File: src/dpsc_pkg.sv
// Constants for the converter control register slice: offsets, field positions and reset values.
// Assumes that the serial programming port carries a 15-bit address and 8-bit data.
package dpsc_pkg;

  // Serial port geometry.
  localparam int ADDR_W = 15;
  localparam int DATA_W = 8;
  localparam int INSTR_BITS = 16;
  localparam int FRAME_BITS = 24;

  // Register offsets.
  localparam logic [14:0] ADDR_COEF2_LO = 15'h017e;
  localparam logic [14:0] ADDR_COEF2_HI = 15'h017f;
  localparam logic [14:0] ADDR_COEF3_LO = 15'h0180;
  localparam logic [14:0] ADDR_COEF3_HI = 15'h0181;
  localparam logic [14:0] ADDR_COEF_APPLY = 15'h0182;
  localparam logic [14:0] ADDR_BAND_CAL = 15'h01b4;
  localparam logic [14:0] ADDR_SWEEP_VAR = 15'h01b5;
  localparam logic [14:0] ADDR_LEVEL_RST = 15'h01b6;
  localparam logic [14:0] ADDR_OSC_BIAS = 15'h01bb;
  localparam logic [14:0] ADDR_VAR_REF = 15'h01c5;
  localparam logic [14:0] ADDR_SYNC_WIN = 15'h01fe;
  localparam logic [14:0] ADDR_RECEIVER_MASTER_POWERDOWN = 15'h0200;
  localparam logic [14:0] ADDR_LANE_PD = 15'h0201;
  localparam logic [14:0] ADDR_AUX_PD = 15'h0203;
  localparam logic [14:0] ADDR_RECOV_RST = 15'h0206;

  // Coefficient layout: staged coefficients are two, each 9 bits.
  localparam int COEF_W = 9;
  localparam int NUM_COEF = 2;
  localparam logic [8:0] RST_COEF = 9'h000;
  localparam int APPLY_BIT = 0;
  localparam logic RST_APPLY = 1'b0;

  // Band calibration register fields.
  localparam int LDB_BIT = 7;
  localparam int CAL_OFS_LSB = 3;
  localparam int BAND_SEL_BIT = 1;
  localparam int BAND_MSB_BIT = 0;
  localparam logic RST_LDB = 1'b0;
  localparam logic [3:0] RST_CAL_OFS = 4'hf;
  localparam logic RST_BAND_SEL = 1'b0;
  localparam logic RST_BAND_MSB = 1'b0;
  localparam logic [7:0] RSV_BAND_CAL = 8'h00;

  // Sweep and varactor register fields.
  localparam int SWEEP_LSB = 4;
  localparam int VAR_LSB = 0;
  localparam logic [3:0] RST_SWEEP = 4'h8;
  localparam logic [3:0] RST_VAR = 4'h3;

  // Oscillator level and reset register fields.
  localparam int OSC_RST_BIT = 6;
  localparam int UNUSED_SEL_LSB = 4;
  localparam int AMP_LSB = 0;
  localparam logic RST_OSC_RST_N = 1'b1;
  localparam logic [1:0] RST_UNUSED_SEL = 2'h0;
  localparam logic [3:0] RST_AMP = 4'ha;
  localparam logic [7:0] RSV_LEVEL_RST = 8'h00;

  // Oscillator bias register fields.
  localparam int TCF_LSB = 3;
  localparam int BIAS_LSB = 0;
  localparam logic [1:0] RST_TCF = 2'h0;
  localparam logic [2:0] RST_BIAS = 3'h1;
  localparam logic [7:0] RSV_OSC_BIAS = 8'h00;

  // Varactor reference register fields.
  localparam int VREF_LSB = 0;
  localparam logic [3:0] RST_VREF = 4'h8;
  localparam logic [7:0] RSV_VAR_REF = 8'h40;

  // Sync window, power-down and recovery reset fields.
  localparam logic [2:0] RST_SYNC_TOL = 3'h0;
  localparam logic RST_MASTER_OFF = 1'b1;
  localparam int NUM_LANES = 4;
  localparam logic [3:0] RST_LANE_MASK = 4'h0;
  localparam int SYNC_BUF_BIT = 1;
  localparam logic RST_SYNC_BUF = 1'b0;
  localparam logic RST_RECOV_N = 1'b1;

endpackage

File: src/dpsc_reg_if.sv
// Register access bundle between the serial port engine and the register bank.
// Assumes both ends run on the same core clock.
`timescale 1ns/1ps
interface dpsc_reg_if;
  import dpsc_pkg::*;
  logic wr_stb; // One-cycle write pulse.
  logic [ADDR_W-1:0] addr; // Register address, captured after the instruction and held to the end of the frame.
  logic [DATA_W-1:0] wdata; // Write data, valid with wr_stb.
  logic [DATA_W-1:0] rdata; // Read data for addr, combinational.
  modport port (output wr_stb, output addr, output wdata, input rdata);
  modport bank (input wr_stb, input addr, input wdata, output rdata);
endinterface // dpsc_reg_if

File: src/dpsc_spi_slave.sv
// Serial programming port engine: 16-bit instruction (read flag and address) then one data byte.
// Assumes sclk, cs_n and sdi are synchronous to core_clk and sclk is far slower than core_clk.
`timescale 1ns/1ps
module dpsc_spi_slave import dpsc_pkg::*; (
  // Clock and reset.
  input wire logic core_clk,
  input wire logic rstn,
  // Serial pins.
  input wire logic sclk,
  input wire logic cs_n,
  input wire logic sdi,
  output logic sdo,
  output logic sdo_oe_n,
  // Register side.
  dpsc_reg_if.port rif
);

  logic sclk_q; // Previous sclk level for edge detection.
  logic [4:0] cnt_q; // Bits received in this frame.
  logic [15:0] shift_q; // Incoming bit shifter.
  logic rd_q; // Frame is a read.
  logic load_q; // Pulse: load read data into the transmit shifter.
  logic [7:0] tx_q; // Outgoing read data.
  logic rise; // Sclk rising edge.
  logic fall; // Sclk falling edge.

  assign rise = sclk & ~sclk_q & ~cs_n;
  assign fall = ~sclk & sclk_q & ~cs_n;

  // Edge detect register.
  always_ff @(posedge core_clk or negedge rstn) begin
    if (!rstn) begin
      sclk_q <= 1'b0;
    end else begin
      sclk_q <= sclk;
    end
  end

  // Receive shifter and bit counter; chip select high aborts any partial frame.
  always_ff @(posedge core_clk or negedge rstn) begin
    if (!rstn) begin
      cnt_q <= 5'h00;
      shift_q <= 16'h0000;
    end else if (cs_n) begin
      cnt_q <= 5'h00;
    end else if (rise && cnt_q < 5'(FRAME_BITS)) begin
      cnt_q <= cnt_q + 5'h01;
      shift_q <= {shift_q[14:0], sdi};
    end
  end

  // Instruction capture on the sixteenth rising edge.
  always_ff @(posedge core_clk or negedge rstn) begin
    if (!rstn) begin
      rd_q <= 1'b0;
      rif.addr <= '0;
      load_q <= 1'b0;
    end else begin
      load_q <= 1'b0;
      if (rise && cnt_q == 5'(INSTR_BITS - 1)) begin
        rd_q <= shift_q[14];
        rif.addr <= {shift_q[13:0], sdi};
        load_q <= shift_q[14];
      end
    end
  end

  // Write strobe on the last data bit of a write frame.
  always_ff @(posedge core_clk or negedge rstn) begin
    if (!rstn) begin
      rif.wr_stb <= 1'b0;
      rif.wdata <= '0;
    end else begin
      rif.wr_stb <= rise && cnt_q == 5'(FRAME_BITS - 1) && !rd_q;
      if (rise && cnt_q == 5'(FRAME_BITS - 1)) begin
        rif.wdata <= {shift_q[6:0], sdi};
      end
    end
  end

  // Read data shifts out MSB first; the first fall after the instruction keeps bit 7 in place.
  always_ff @(posedge core_clk or negedge rstn) begin
    if (!rstn) begin
      tx_q <= 8'h00;
    end else if (load_q) begin
      tx_q <= rif.rdata;
    end else if (fall && cnt_q > 5'(INSTR_BITS)) begin
      tx_q <= {tx_q[6:0], 1'b0};
    end
  end

  assign sdo = tx_q[7];
  // Drive only during the data phase of a read, so the pin is free otherwise.
  assign sdo_oe_n = ~(rd_q && !cs_n && cnt_q >= 5'(INSTR_BITS));

endmodule // dpsc_spi_slave

File: src/dpsc_coef_stage.sv
// Staged-to-active copy of the programmable filter coefficients.
// Assumes apply is a register level that software raises after writing all staged values.
`timescale 1ns/1ps
module dpsc_coef_stage import dpsc_pkg::*; #(
  parameter int N = NUM_COEF,
  parameter int W = COEF_W
) (
  // Clock and reset.
  input wire logic core_clk,
  input wire logic rstn,
  // Staged values and apply control.
  input wire logic [W-1:0] staged [N],
  input wire logic apply,
  // Values the filter uses.
  output logic [W-1:0] active [N]
);

  logic apply_q; // Previous apply level.
  logic take; // Rising edge of apply.

  // The filter sees a consistent set: a half-written coefficient never leaks through.
  assign take = apply & ~apply_q;

  // Apply edge detector.
  always_ff @(posedge core_clk or negedge rstn) begin
    if (!rstn) begin
      apply_q <= 1'b0;
    end else begin
      apply_q <= apply;
    end
  end

  // One copy register per coefficient.
  for (genvar i = 0; i < N; i++) begin : g_coef
    always_ff @(posedge core_clk or negedge rstn) begin
      if (!rstn) begin
        active[i] <= W'(RST_COEF);
      end else if (take) begin
        active[i] <= staged[i];
      end
    end
  end

endmodule // dpsc_coef_stage

File: src/dpsc_regs.sv
// Control register bank for filter coefficients, converter clock PLL and serial receiver power.
// Assumes the serial programming port pins are synchronous to core_clk; the filter, PLL and
// receiver that consume these controls live outside.
//
// What this block does
// Coefficients are 9 bits: low byte, high bit0
// Apply bit at bit0 updates coefficients, resets 0
// Band select bit: clear auto, set forced band
// Forced band MSB is write-only bit0
// Calibration start offset bits 6:3, reset ones
// Load delay bypass bit7, reset zero
// Level sweep initial bits 7:4, reset eight
// Varactor gain bits 3:0, reset three
// Oscillator logic reset bit6, reset one
// Unused select bits 5:4 stored, no effect
// Oscillator amplitude bits 3:0, reset ten
// Sync tolerance 3 bits, upper bits read-only
// Master receiver power-down, resets to one
// Per-lane power-down mask, resets to zero
// Aux bit1 powers down sync output buffer
// Active-low recovery reset, resets to one
// Reset restores defaults; reserved bits keep defaults
`timescale 1ns/1ps
module dpsc_regs import dpsc_pkg::*; (
  // Clock and reset.
  input wire logic core_clk,
  input wire logic rstn,
  // Serial programming port.
  input wire logic spi_sclk,
  input wire logic spi_cs_n,
  input wire logic spi_sdi,
  output logic spi_sdo,
  output logic spi_sdo_oe_n,
  // Programmable filter.
  output logic [COEF_W-1:0] filter_coef_two,
  output logic [COEF_W-1:0] filter_coef_three,
  // Converter clock PLL.
  output logic load_delay_bypass,
  output logic [3:0] osc_cal_start_offset,
  output logic forced_band_select,
  output logic forced_band_msb,
  output logic [3:0] level_sweep_initial,
  output logic [3:0] osc_varactor_gain,
  output logic osc_logic_reset_n,
  output logic [3:0] osc_amplitude,
  output logic [1:0] osc_bias_tempco,
  output logic [2:0] osc_bias_level,
  output logic [3:0] osc_varactor_ref,
  // Sync alignment.
  output logic [2:0] sync_tolerance,
  // Serial receiver power and reset.
  output logic receiver_master_off,
  output logic [NUM_LANES-1:0] lane_off_mask,
  output logic [NUM_LANES-1:0] lane_phy_off,
  output logic sync_buffer_off,
  output logic recovery_reset_n
);

  dpsc_reg_if rif (); // Port-to-bank access bundle.

  logic [COEF_W-1:0] coef_q [NUM_COEF]; // Staged coefficients.
  logic [COEF_W-1:0] coef_act [NUM_COEF]; // Coefficients in use by the filter.
  logic apply_q; // Coefficient apply control.
  logic ldb_q; // Load delay bypass.
  logic [3:0] cal_ofs_q; // Calibration start offset.
  logic band_sel_q; // Forced band select.
  logic band_msb_q; // Forced band MSB, write-only.
  logic [3:0] sweep_q; // Level sweep initial value.
  logic [3:0] var_q; // Varactor gain.
  logic osc_rst_n_q; // Oscillator logic reset, active low.
  logic [1:0] unused_sel_q; // Stored select with no effect.
  logic [3:0] amp_q; // Oscillator amplitude.
  logic [1:0] tcf_q; // Bias temperature coefficient.
  logic [2:0] bias_q; // Bias level.
  logic [3:0] vref_q; // Varactor reference.
  logic [2:0] sync_tol_q; // Sync tolerance in converter_clock cycles.
  logic master_off_q; // Whole receiver powered down.
  logic [NUM_LANES-1:0] lane_mask_q; // Per-lane power-down.
  logic sync_buf_q; // Sync output buffer powered down.
  logic recov_n_q; // Recovery logic reset, active low.

  // Serial port engine.
  dpsc_spi_slave u_spi (
    .core_clk (core_clk),
    .rstn (rstn),
    .sclk (spi_sclk),
    .cs_n (spi_cs_n),
    .sdi (spi_sdi),
    .sdo (spi_sdo),
    .sdo_oe_n (spi_sdo_oe_n),
    .rif (rif.port)
  );

  // Writes to one register; the address stays stable while the strobe is high.
  function automatic logic wr_to(input logic [14:0] a);
    return rif.wr_stb && rif.addr == a;
  endfunction

  // Staged coefficients; the filter only sees them after an apply edge.
  always_ff @(posedge core_clk or negedge rstn) begin
    if (!rstn) begin
      for (int i = 0; i < NUM_COEF; i++) begin
        coef_q[i] <= RST_COEF;
      end
    end else begin
      for (int i = 0; i < NUM_COEF; i++) begin
        if (wr_to(ADDR_COEF2_LO + 15'(2 * i))) begin
          coef_q[i][7:0] <= rif.wdata;
        end
        if (wr_to(ADDR_COEF2_HI + 15'(2 * i))) begin
          coef_q[i][8] <= rif.wdata[0];
        end
      end
    end
  end

  // Apply control; its rising edge moves staged values to the filter.
  always_ff @(posedge core_clk or negedge rstn) begin
    if (!rstn) begin
      apply_q <= RST_APPLY;
    end else if (wr_to(ADDR_COEF_APPLY)) begin
      apply_q <= rif.wdata[APPLY_BIT];
    end
  end

  // Copy stage that keeps the filter on a complete coefficient set.
  dpsc_coef_stage u_coef (
    .core_clk (core_clk),
    .rstn (rstn),
    .staged (coef_q),
    .apply (apply_q),
    .active (coef_act)
  );

  assign filter_coef_two = coef_act[0];
  assign filter_coef_three = coef_act[1];

  // Band calibration control.
  always_ff @(posedge core_clk or negedge rstn) begin
    if (!rstn) begin
      ldb_q <= RST_LDB;
      cal_ofs_q <= RST_CAL_OFS;
      band_sel_q <= RST_BAND_SEL;
      band_msb_q <= RST_BAND_MSB;
    end else if (wr_to(ADDR_BAND_CAL)) begin
      ldb_q <= rif.wdata[LDB_BIT];
      cal_ofs_q <= rif.wdata[CAL_OFS_LSB +: 4];
      band_sel_q <= rif.wdata[BAND_SEL_BIT];
      band_msb_q <= rif.wdata[BAND_MSB_BIT];
    end
  end

  // Sweep start and varactor gain.
  always_ff @(posedge core_clk or negedge rstn) begin
    if (!rstn) begin
      sweep_q <= RST_SWEEP;
      var_q <= RST_VAR;
    end else if (wr_to(ADDR_SWEEP_VAR)) begin
      sweep_q <= rif.wdata[SWEEP_LSB +: 4];
      var_q <= rif.wdata[VAR_LSB +: 4];
    end
  end

  // Oscillator level and logic reset.
  always_ff @(posedge core_clk or negedge rstn) begin
    if (!rstn) begin
      osc_rst_n_q <= RST_OSC_RST_N;
      unused_sel_q <= RST_UNUSED_SEL;
      amp_q <= RST_AMP;
    end else if (wr_to(ADDR_LEVEL_RST)) begin
      osc_rst_n_q <= rif.wdata[OSC_RST_BIT];
      unused_sel_q <= rif.wdata[UNUSED_SEL_LSB +: 2];
      amp_q <= rif.wdata[AMP_LSB +: 4];
    end
  end

  // Oscillator bias and varactor reference.
  always_ff @(posedge core_clk or negedge rstn) begin
    if (!rstn) begin
      tcf_q <= RST_TCF;
      bias_q <= RST_BIAS;
      vref_q <= RST_VREF;
    end else begin
      if (wr_to(ADDR_OSC_BIAS)) begin
        tcf_q <= rif.wdata[TCF_LSB +: 2];
        bias_q <= rif.wdata[BIAS_LSB +: 3];
      end
      if (wr_to(ADDR_VAR_REF)) begin
        vref_q <= rif.wdata[VREF_LSB +: 4];
      end
    end
  end

  // Sync window; only the low three bits are writable.
  always_ff @(posedge core_clk or negedge rstn) begin
    if (!rstn) begin
      sync_tol_q <= RST_SYNC_TOL;
    end else if (wr_to(ADDR_SYNC_WIN)) begin
      sync_tol_q <= rif.wdata[2:0];
    end
  end

  // Receiver power-down and recovery reset.
  always_ff @(posedge core_clk or negedge rstn) begin
    if (!rstn) begin
      master_off_q <= RST_MASTER_OFF;
      lane_mask_q <= RST_LANE_MASK;
      sync_buf_q <= RST_SYNC_BUF;
      recov_n_q <= RST_RECOV_N;
    end else begin
      if (wr_to(ADDR_RECEIVER_MASTER_POWERDOWN)) begin
        master_off_q <= rif.wdata[0];
      end
      if (wr_to(ADDR_LANE_PD)) begin
        lane_mask_q <= rif.wdata[NUM_LANES-1:0];
      end
      if (wr_to(ADDR_AUX_PD)) begin
        sync_buf_q <= rif.wdata[SYNC_BUF_BIT];
      end
      if (wr_to(ADDR_RECOV_RST)) begin
        recov_n_q <= rif.wdata[0];
      end
    end
  end

  // Read-back; reserved bits show their fixed defaults and unmapped addresses read zero.
  always_comb begin
    rif.rdata = 8'h00;
    case (rif.addr)
      ADDR_COEF2_LO: rif.rdata = coef_q[0][7:0];
      ADDR_COEF2_HI: rif.rdata = {7'h00, coef_q[0][8]};
      ADDR_COEF3_LO: rif.rdata = coef_q[1][7:0];
      ADDR_COEF3_HI: rif.rdata = {7'h00, coef_q[1][8]};
      ADDR_COEF_APPLY: rif.rdata = {7'h00, apply_q};
      // The forced band MSB cannot be read back and shows zero.
      ADDR_BAND_CAL: rif.rdata = RSV_BAND_CAL | {ldb_q, cal_ofs_q, 1'b0, band_sel_q, 1'b0};
      ADDR_SWEEP_VAR: rif.rdata = {sweep_q, var_q};
      ADDR_LEVEL_RST: rif.rdata = RSV_LEVEL_RST | {1'b0, osc_rst_n_q, unused_sel_q, amp_q};
      ADDR_OSC_BIAS: rif.rdata = RSV_OSC_BIAS | {3'h0, tcf_q, bias_q};
      ADDR_VAR_REF: rif.rdata = RSV_VAR_REF | {4'h0, vref_q};
      ADDR_SYNC_WIN: rif.rdata = {5'h00, sync_tol_q};
      ADDR_RECEIVER_MASTER_POWERDOWN: rif.rdata = {7'h00, master_off_q};
      ADDR_LANE_PD: rif.rdata = {4'h0, lane_mask_q};
      ADDR_AUX_PD: rif.rdata = {6'h00, sync_buf_q, 1'b0};
      ADDR_RECOV_RST: rif.rdata = {7'h00, recov_n_q};
      default: rif.rdata = 8'h00;
    endcase
  end

  // PLL and sync window controls. The unused select is kept only for read-back, since it steers nothing.
  assign load_delay_bypass = ldb_q;
  assign osc_cal_start_offset = cal_ofs_q;
  assign forced_band_select = band_sel_q;
  assign forced_band_msb = band_msb_q;
  assign level_sweep_initial = sweep_q;
  assign osc_varactor_gain = var_q;
  assign osc_logic_reset_n = osc_rst_n_q;
  assign osc_amplitude = amp_q;
  assign osc_bias_tempco = tcf_q;
  assign osc_bias_level = bias_q;
  assign osc_varactor_ref = vref_q;
  assign sync_tolerance = sync_tol_q;

  // Receiver controls.
  assign receiver_master_off = master_off_q;
  assign lane_off_mask = lane_mask_q;
  assign sync_buffer_off = sync_buf_q;
  assign recovery_reset_n = recov_n_q;

  // Each lane is off if the master bit or its own mask bit says so.
  for (genvar l = 0; l < NUM_LANES; l++) begin : g_lane
    assign lane_phy_off[l] = master_off_q | lane_mask_q[l];
  end

endmodule // dpsc_regs

File: config.mk
export PLATFORM = sky130hd
export DESIGN_NAME = dpsc_regs
export DESIGN_NICKNAME = d
export VERILOG_FILES = /design/src/dpsc_pkg.sv /design/src/dpsc_reg_if.sv /design/src/dpsc_spi_slave.sv /design/src/dpsc_coef_stage.sv /design/src/dpsc_regs.sv
export SDC_FILE = /design/constraint.sdc
export NUM_CORES = 1
export LEC_CHECK = 0
export ABC_AREA = 1
export BUFFER_PORTS_ARGS = -buffer_cell sky130_fd_sc_hd__buf_2
export CORE_UTILIZATION = 53
export CTS_CLUSTER_SIZE = 10
export DETAILED_ROUTE_END_ITERATION = 6
export GPL_TIMING_DRIVEN = 0
export MAX_ROUTING_LAYER = met4
export PLACE_DENSITY = 0.82
export SLEW_MARGIN = 20
export SYNTH_ARGS = -nofsm -noshare
export SYNTH_HDL_FRONTEND = slang
export SYNTH_SLANG_ARGS = --single-unit
File: constraint.sdc
create_clock -name core_clk -period 1.7 [get_ports core_clk]
set_input_delay 0.17 -clock core_clk [delete_from_list [all_inputs] [get_ports core_clk]]
set_output_delay 0.17 -clock core_clk [all_outputs]
set_load 0.02 [all_outputs]
Word level (Yosys, flattened, before mapping)
Index checks and enable logic that the tools add are counted.

cells by class
  $add $sub $neg = 1
  magnitude comparators = 3
  equal/unequal tests = 17
  mux-type cells = 6
  bitwise gates (word level) = 14
  reductions and logical operators = 27

operators with widths
  cell                                                    number
  equality test 15 x 9 -> 1 bit (second input constant)   11
  case mux 8 bit (15 select lines)                        1
  equality test 15 x 10 -> 1 bit (second input constant)  4
  logical AND 1 bit                                       22
  two-way mux 8 bit                                       2
  two-way mux 5 bit                                       2
  adder 5 x 1 -> 5 bit (second input constant)            1
  AND 1 bit                                               5
  equality test 5 x 4 -> 1 bit (second input constant)    1
  equality test 5 bit (second input constant)             1
  >= comparator 5 bit (second input constant)             1
  > comparator 5 bit (second input constant)              1
  less-than comparator 5 bit (second input constant)      1
  inverter 1 bit                                          5
  bitwise OR 1 bit                                        4
  nonzero test 2 bit                                      2
  zero test 1 bit                                         2
  AND reduction 2 bit                                     1
  two-way mux 1 bit                                       1

word-level totals
  flip-flop bits (word level) = 134
  input bits = 5
  logic and storage cells = 102

Logic depth before layout (Yosys ltp)
  depth after elaboration = 6
  depth in mapped cells = 14

Modules after synthesis
A second synthesis with hierarchy kept.

unflattened totals
  cells, all modules = 741
  area, all modules = 6566.3 um2

modules (own cells, without submodules)
  module           instances  cells an instance  area each (um2)  seq. area each (um2)
  dpsc_regs        1          406                3379.5           1519.0
  dpsc_spi_slave   1          256                2401.1           1376.3
  dpsc_coef_stage  1          79                 785.8            475.5

Worst setup path before layout
Ideal clock, no wire load.

  path type = reg-to-reg
  start = register u_spi.rif.addr[13]
  end = register tcf_q[0] (netlist: osc_bias_tempco[0])
  library setup time = 0.125 ns
  arrival = 1.470 ns
  path slack = 0.105 ns
  cell stages (with the launch flop) = 7
  period minus slack after synthesis = 1.595 ns
  cell sequence = dfrtp_1 -> nor2_1 -> nand2_1 -> nor2_8 -> inv_2 -> nor4_4 -> mux2_4

on the way
  longest elaborated chain between the ends = 2

ends and longest elaborated chain
  item                           RTL line              RTL
  start: declaration             dpsc_reg_if.sv:10     modport port (output wr_stb, output addr, output wdata, input rdata);
  start signal: assignment       dpsc_spi_slave.sv:62  rif.addr <= {shift_q[13:0], sdi};
  equality test 15 x 9 -> 1 bit  dpsc_regs.sv:96       return rif.wr_stb && rif.addr == a;
  logical AND 1 bit              dpsc_regs.sv:96
  end signal: assignment         dpsc_regs.sv:185      tcf_q <= rif.wdata[TCF_LSB +: 2];
  end: declaration               dpsc_regs.sv:73       logic [1:0] tcf_q;

No other way between the ends.
A chain may end at the register's enable or synchronous reset.

Worst setup path after layout
  start = register u_spi.rif.addr[0]
  end = register u_spi.tx_q[2]

on the way
  longest elaborated chain between the ends = 3

ends and longest elaborated chain
  item                                                                             RTL line              RTL
  equality test 15 x 10 -> 1 bit or equality test 15 x 9 -> 1 bit (tied branches)  dpsc_regs.sv:229      case (rif.addr)
  case mux 8 bit (15 select lines) (*)                                             dpsc_regs.sv:229
  two-way mux 8 bit (*)                                                            dpsc_spi_slave.sv:85  end else if (load_q) begin
  end signal: assignment                                                           dpsc_spi_slave.sv:86  tx_q <= rif.rdata;
  end signal: assignment                                                           dpsc_spi_slave.sv:88  tx_q <= {tx_q[6:0], 1'b0};
  end: declaration                                                                 dpsc_spi_slave.sv:23  logic [7:0] tx_q;

Every way passes the cells marked *; elsewhere a longest branch is shown, timed or not.

==> summary.md <==
| Metric | Value |
|---|---|
| Final Cycle Share | 1.04 |
| Final hold violation count | 0 |
| CP Class | reg -> reg |
| Inserted Clock Buffers | 17 |
| Layout cells sized above 1 | 0.269 |
| Number of flops mapped to enable cells by yosys | 0 |
| Largest net degree at the start of global routing | 72 |
| Startpoint Class | flop |
| DR vias/cell | 5.57 |
| Initial antenna violation count | 0 |
| Final Slew Violations | 0 |
| Setup violators final | 20 |
| Count of cell types in the netlist | 32 |
| Most frequent cells in the layout | nand2_1, dfrtp_1, o21ai_0 |
| Hold WC Path Type | in -> reg |
| VDD IR max | 0.519 mV |
| Grt ovf | 0 |
| RSZ-0062 raised after global routing | true |
| Hold WS | 78.7 ps |
| Drt first-iter violations | 498 |
| Via count of the first global-routing pass | 5063 |
| IO Port Bufs | 67 |
| Via Count | 5361 |
| Top post-synthesis cells by area | dfrtp_1, nand2_1, o21ai_0 |
| Hpwl dp | 10.9 mm |
| Ant diodes | 0 |
| Ys flop type | dfrtp_1 |
| # DRC | 5 |
| Fin util | 0.699 |
| Sequential element share of the synthesized area | 0.560 |
| Mapped cell area | 6010 µm² |
| FF+latch count, synth | 134 |
| Reg clk slew, reported paths | 60 ps |
| Area share of the largest cell type after synthesis | 0.499 |
| Slack of the critical path | -61.8 ps |
| Post-route ant nets | 0 |
| PwrDens | 986 nW/µm² |
| RePlAce Congestion | 0.931 |
| Arrival time at the worst endpoint | 2120 ps |
| DR pass1 iterations | 7 |
| Dpl cells | 909 |
| Rows | 38 |
| GRT Overall Usage | 0.306 |
| Syn avg cell area | 8.58 µm² |
| Clk Latency, worst-skew pair | 420 ps |
| First-pass GRT wire length | 25.9 mm |
| Critical path fanouts, max | 4 |
| Placed Instance Area | 6560 µm² |
| Die Wd | 109 µm |
| Area growth syn-to-layout | 27.2% |
| Clk buf depth | 2 |
| Rel. slew slack | 0.565 |
| Period minus WS final | 1760 ps |
| Ys Warns | 0 |
| Commonest non-fill, non-tap cell in the layout | nand2_1 |
| Status | finished, violations left |
| CTS Root Cell | clkbuf_16 |
| Synth area leader | dfrtp_1 |
| Syn nets | 709 |
| CTS H-tree depth | 4 |
| Layout Skew | 6.23 ps |
| Die area | 11800 µm² |
| Number of max-cap violations | 0 |
| Share of synthesized registers carrying an async set or reset | 1.00 |
| Core Box Area | 10900 µm² |
| NumNets Final | 818 |
| Final instance area | 7650 µm² |
| Failing checks | design-rule violations, negative setup slack |
| Critical Path RT | 2060 ps |
| Final cell count without fillers | 963 |
| Starting Density | 0.550 |
| CTS sink cnt | 134 |
| Syn Inst Count | 701 |
| Slew @ Worst Pin | 653 ps |
| Wirelength per Cell | 17.3 µm |
| Fmax | 0.568 GHz |
| Total power | 0.00754 W |
| CP endpoint kind | flop |
| Post-Route WL | 16.7 mm |
| I/O pins | 68 |
| CTS tree | built |
| Die H | 109 µm |
| Leak Pwr | 3.70 nW |
[synth_stat cells (2+ instances only)]
library cell / n
nor2_2: 10
dfstp_2: 14
o21ai_1: 4
dfrtp_1: 120
ha_1: 3
nor3_1: 2
inv_1: 78
inv_2: 3
o21a_1: 11
buf_2: 6
o21ai_0: 106
mux2_2: 10
mux2_4: 2
nor2_1: 43
nand2_2: 3
nand4_1: 3
clkbuf_1: 16
o22ai_1: 3
nor2_4: 4
nand2_1: 205
buf_4: 2
nand3_1: 43
[per-layer routing]
| layer | part of all wire | vias to the layer above | GRT usage |
|---|---|---|---|
| met3 | 0.061 | 60 | 0.0609 |
| met4 | 0.037 | 0 | 0.134 |
| met5 | 0 | - | - |
| li1 | - | 2456 | - |
| met1 | 0.41 | 2613 | 0.378 |
| met2 | 0.49 | 232 | 0.490 |
[layout make-up]
type / instances / area, µm²
clock buffers: 20 / 457
repair buffers: 91 / 566
plain buffers: 22 / 144
fillers: 815 / 3290
well taps: 140 / 175
inverters: 81 / 304
multi-input cells: 463 / 2450
flip-flops and latches: 134 / 3370
clock inverters: 12 / 176
[where the power goes]
part	internal [W]	switching (W)
clock network	0.00253	0.00139
logic	0.0000883	0.000200
registers	0.00328	0.0000541
[kinds of logic (layout without fill, tap and decap cells)]
logic type / after synthesis / in the layout / synth area share
AND/OR/NAND/NOR: 318 / 319 / 0.226
flip-flops: 134 / 134 / 0.560
AO/OA/AOI/OAI: 127 / 127 / 0.112
buffers and inverters: 105 / 226 / 0.0680
multiplexers: 13 / 13 / 0.0256
adder cells (fa/ha/maj): 3 / 3 / 0.00624
XOR/XNOR: 1 / 1 / 0.00146
[worst max-delay path: stages (launching register included)]
cell and delay, ps:
dfrtp_1 410, buf_4 160, nor2_2 130, nand2_2 90
nor2_4 170, buf_6 130, nand3_1 100, nand2_1 110
nor2_1 60, nand2_1 90, nand2_1 50, nand2_1 70
nand2_1 50, nand2_1 60
[registers in the layout, indices dropped and copies added, names as in the netlist, 3 cells and up]
name and flops:
u_spi.rif.addr 15, u_spi.shift_q 15, u_spi.cnt_q 5, level_sweep_initial 4, u_spi.tx_q 8, osc_varactor_gain 4, sync_tolerance 3, osc_bias_level 3
u_coef.active 18, lane_off_mask 4, u_spi.rif.wdata 8, osc_amplitude 4, osc_varactor_ref 4, coef_q 18, osc_cal_start_offset 4
[final timing paths]
check	endpoint	cells after the start	from	slack, ps
max in group asynchronous	osc_cal_start_offset[1]	3	rstn	550
setup / recovery	u_spi.tx_q[2]	13	u_spi.rif.addr[0]	-60
min in group asynchronous	u_coef.active[8]	2	rstn	340
setup reg to reg	u_spi.tx_q[2]	13	u_spi.rif.addr[0]	-60
hold / removal	u_spi.shift_q[0]	3	spi_sdi	80
hold reg to reg	u_coef.apply_q	0	apply_q	450
[what timing repair did]
action,CTS,global route
resized for setup,38,56
setup buffers,15,6
pin swaps,11,12
endpoints found under the setup margin,76,77
hold buffers,2,0
hold endpoints to repair,64,0
cloned,1,0
[per-stage QoR]
step,TNS (ps),setup slack [ps]
6_report,-548,-61.8
5_1_grt,-3830,-183
4_1_cts,-503,-62.7
3_5_place_dp,-4980,-162
3_3_place_gp,-150270,-1190
2_1_floorplan,0,105
Power figures use the tool's default switching activity.
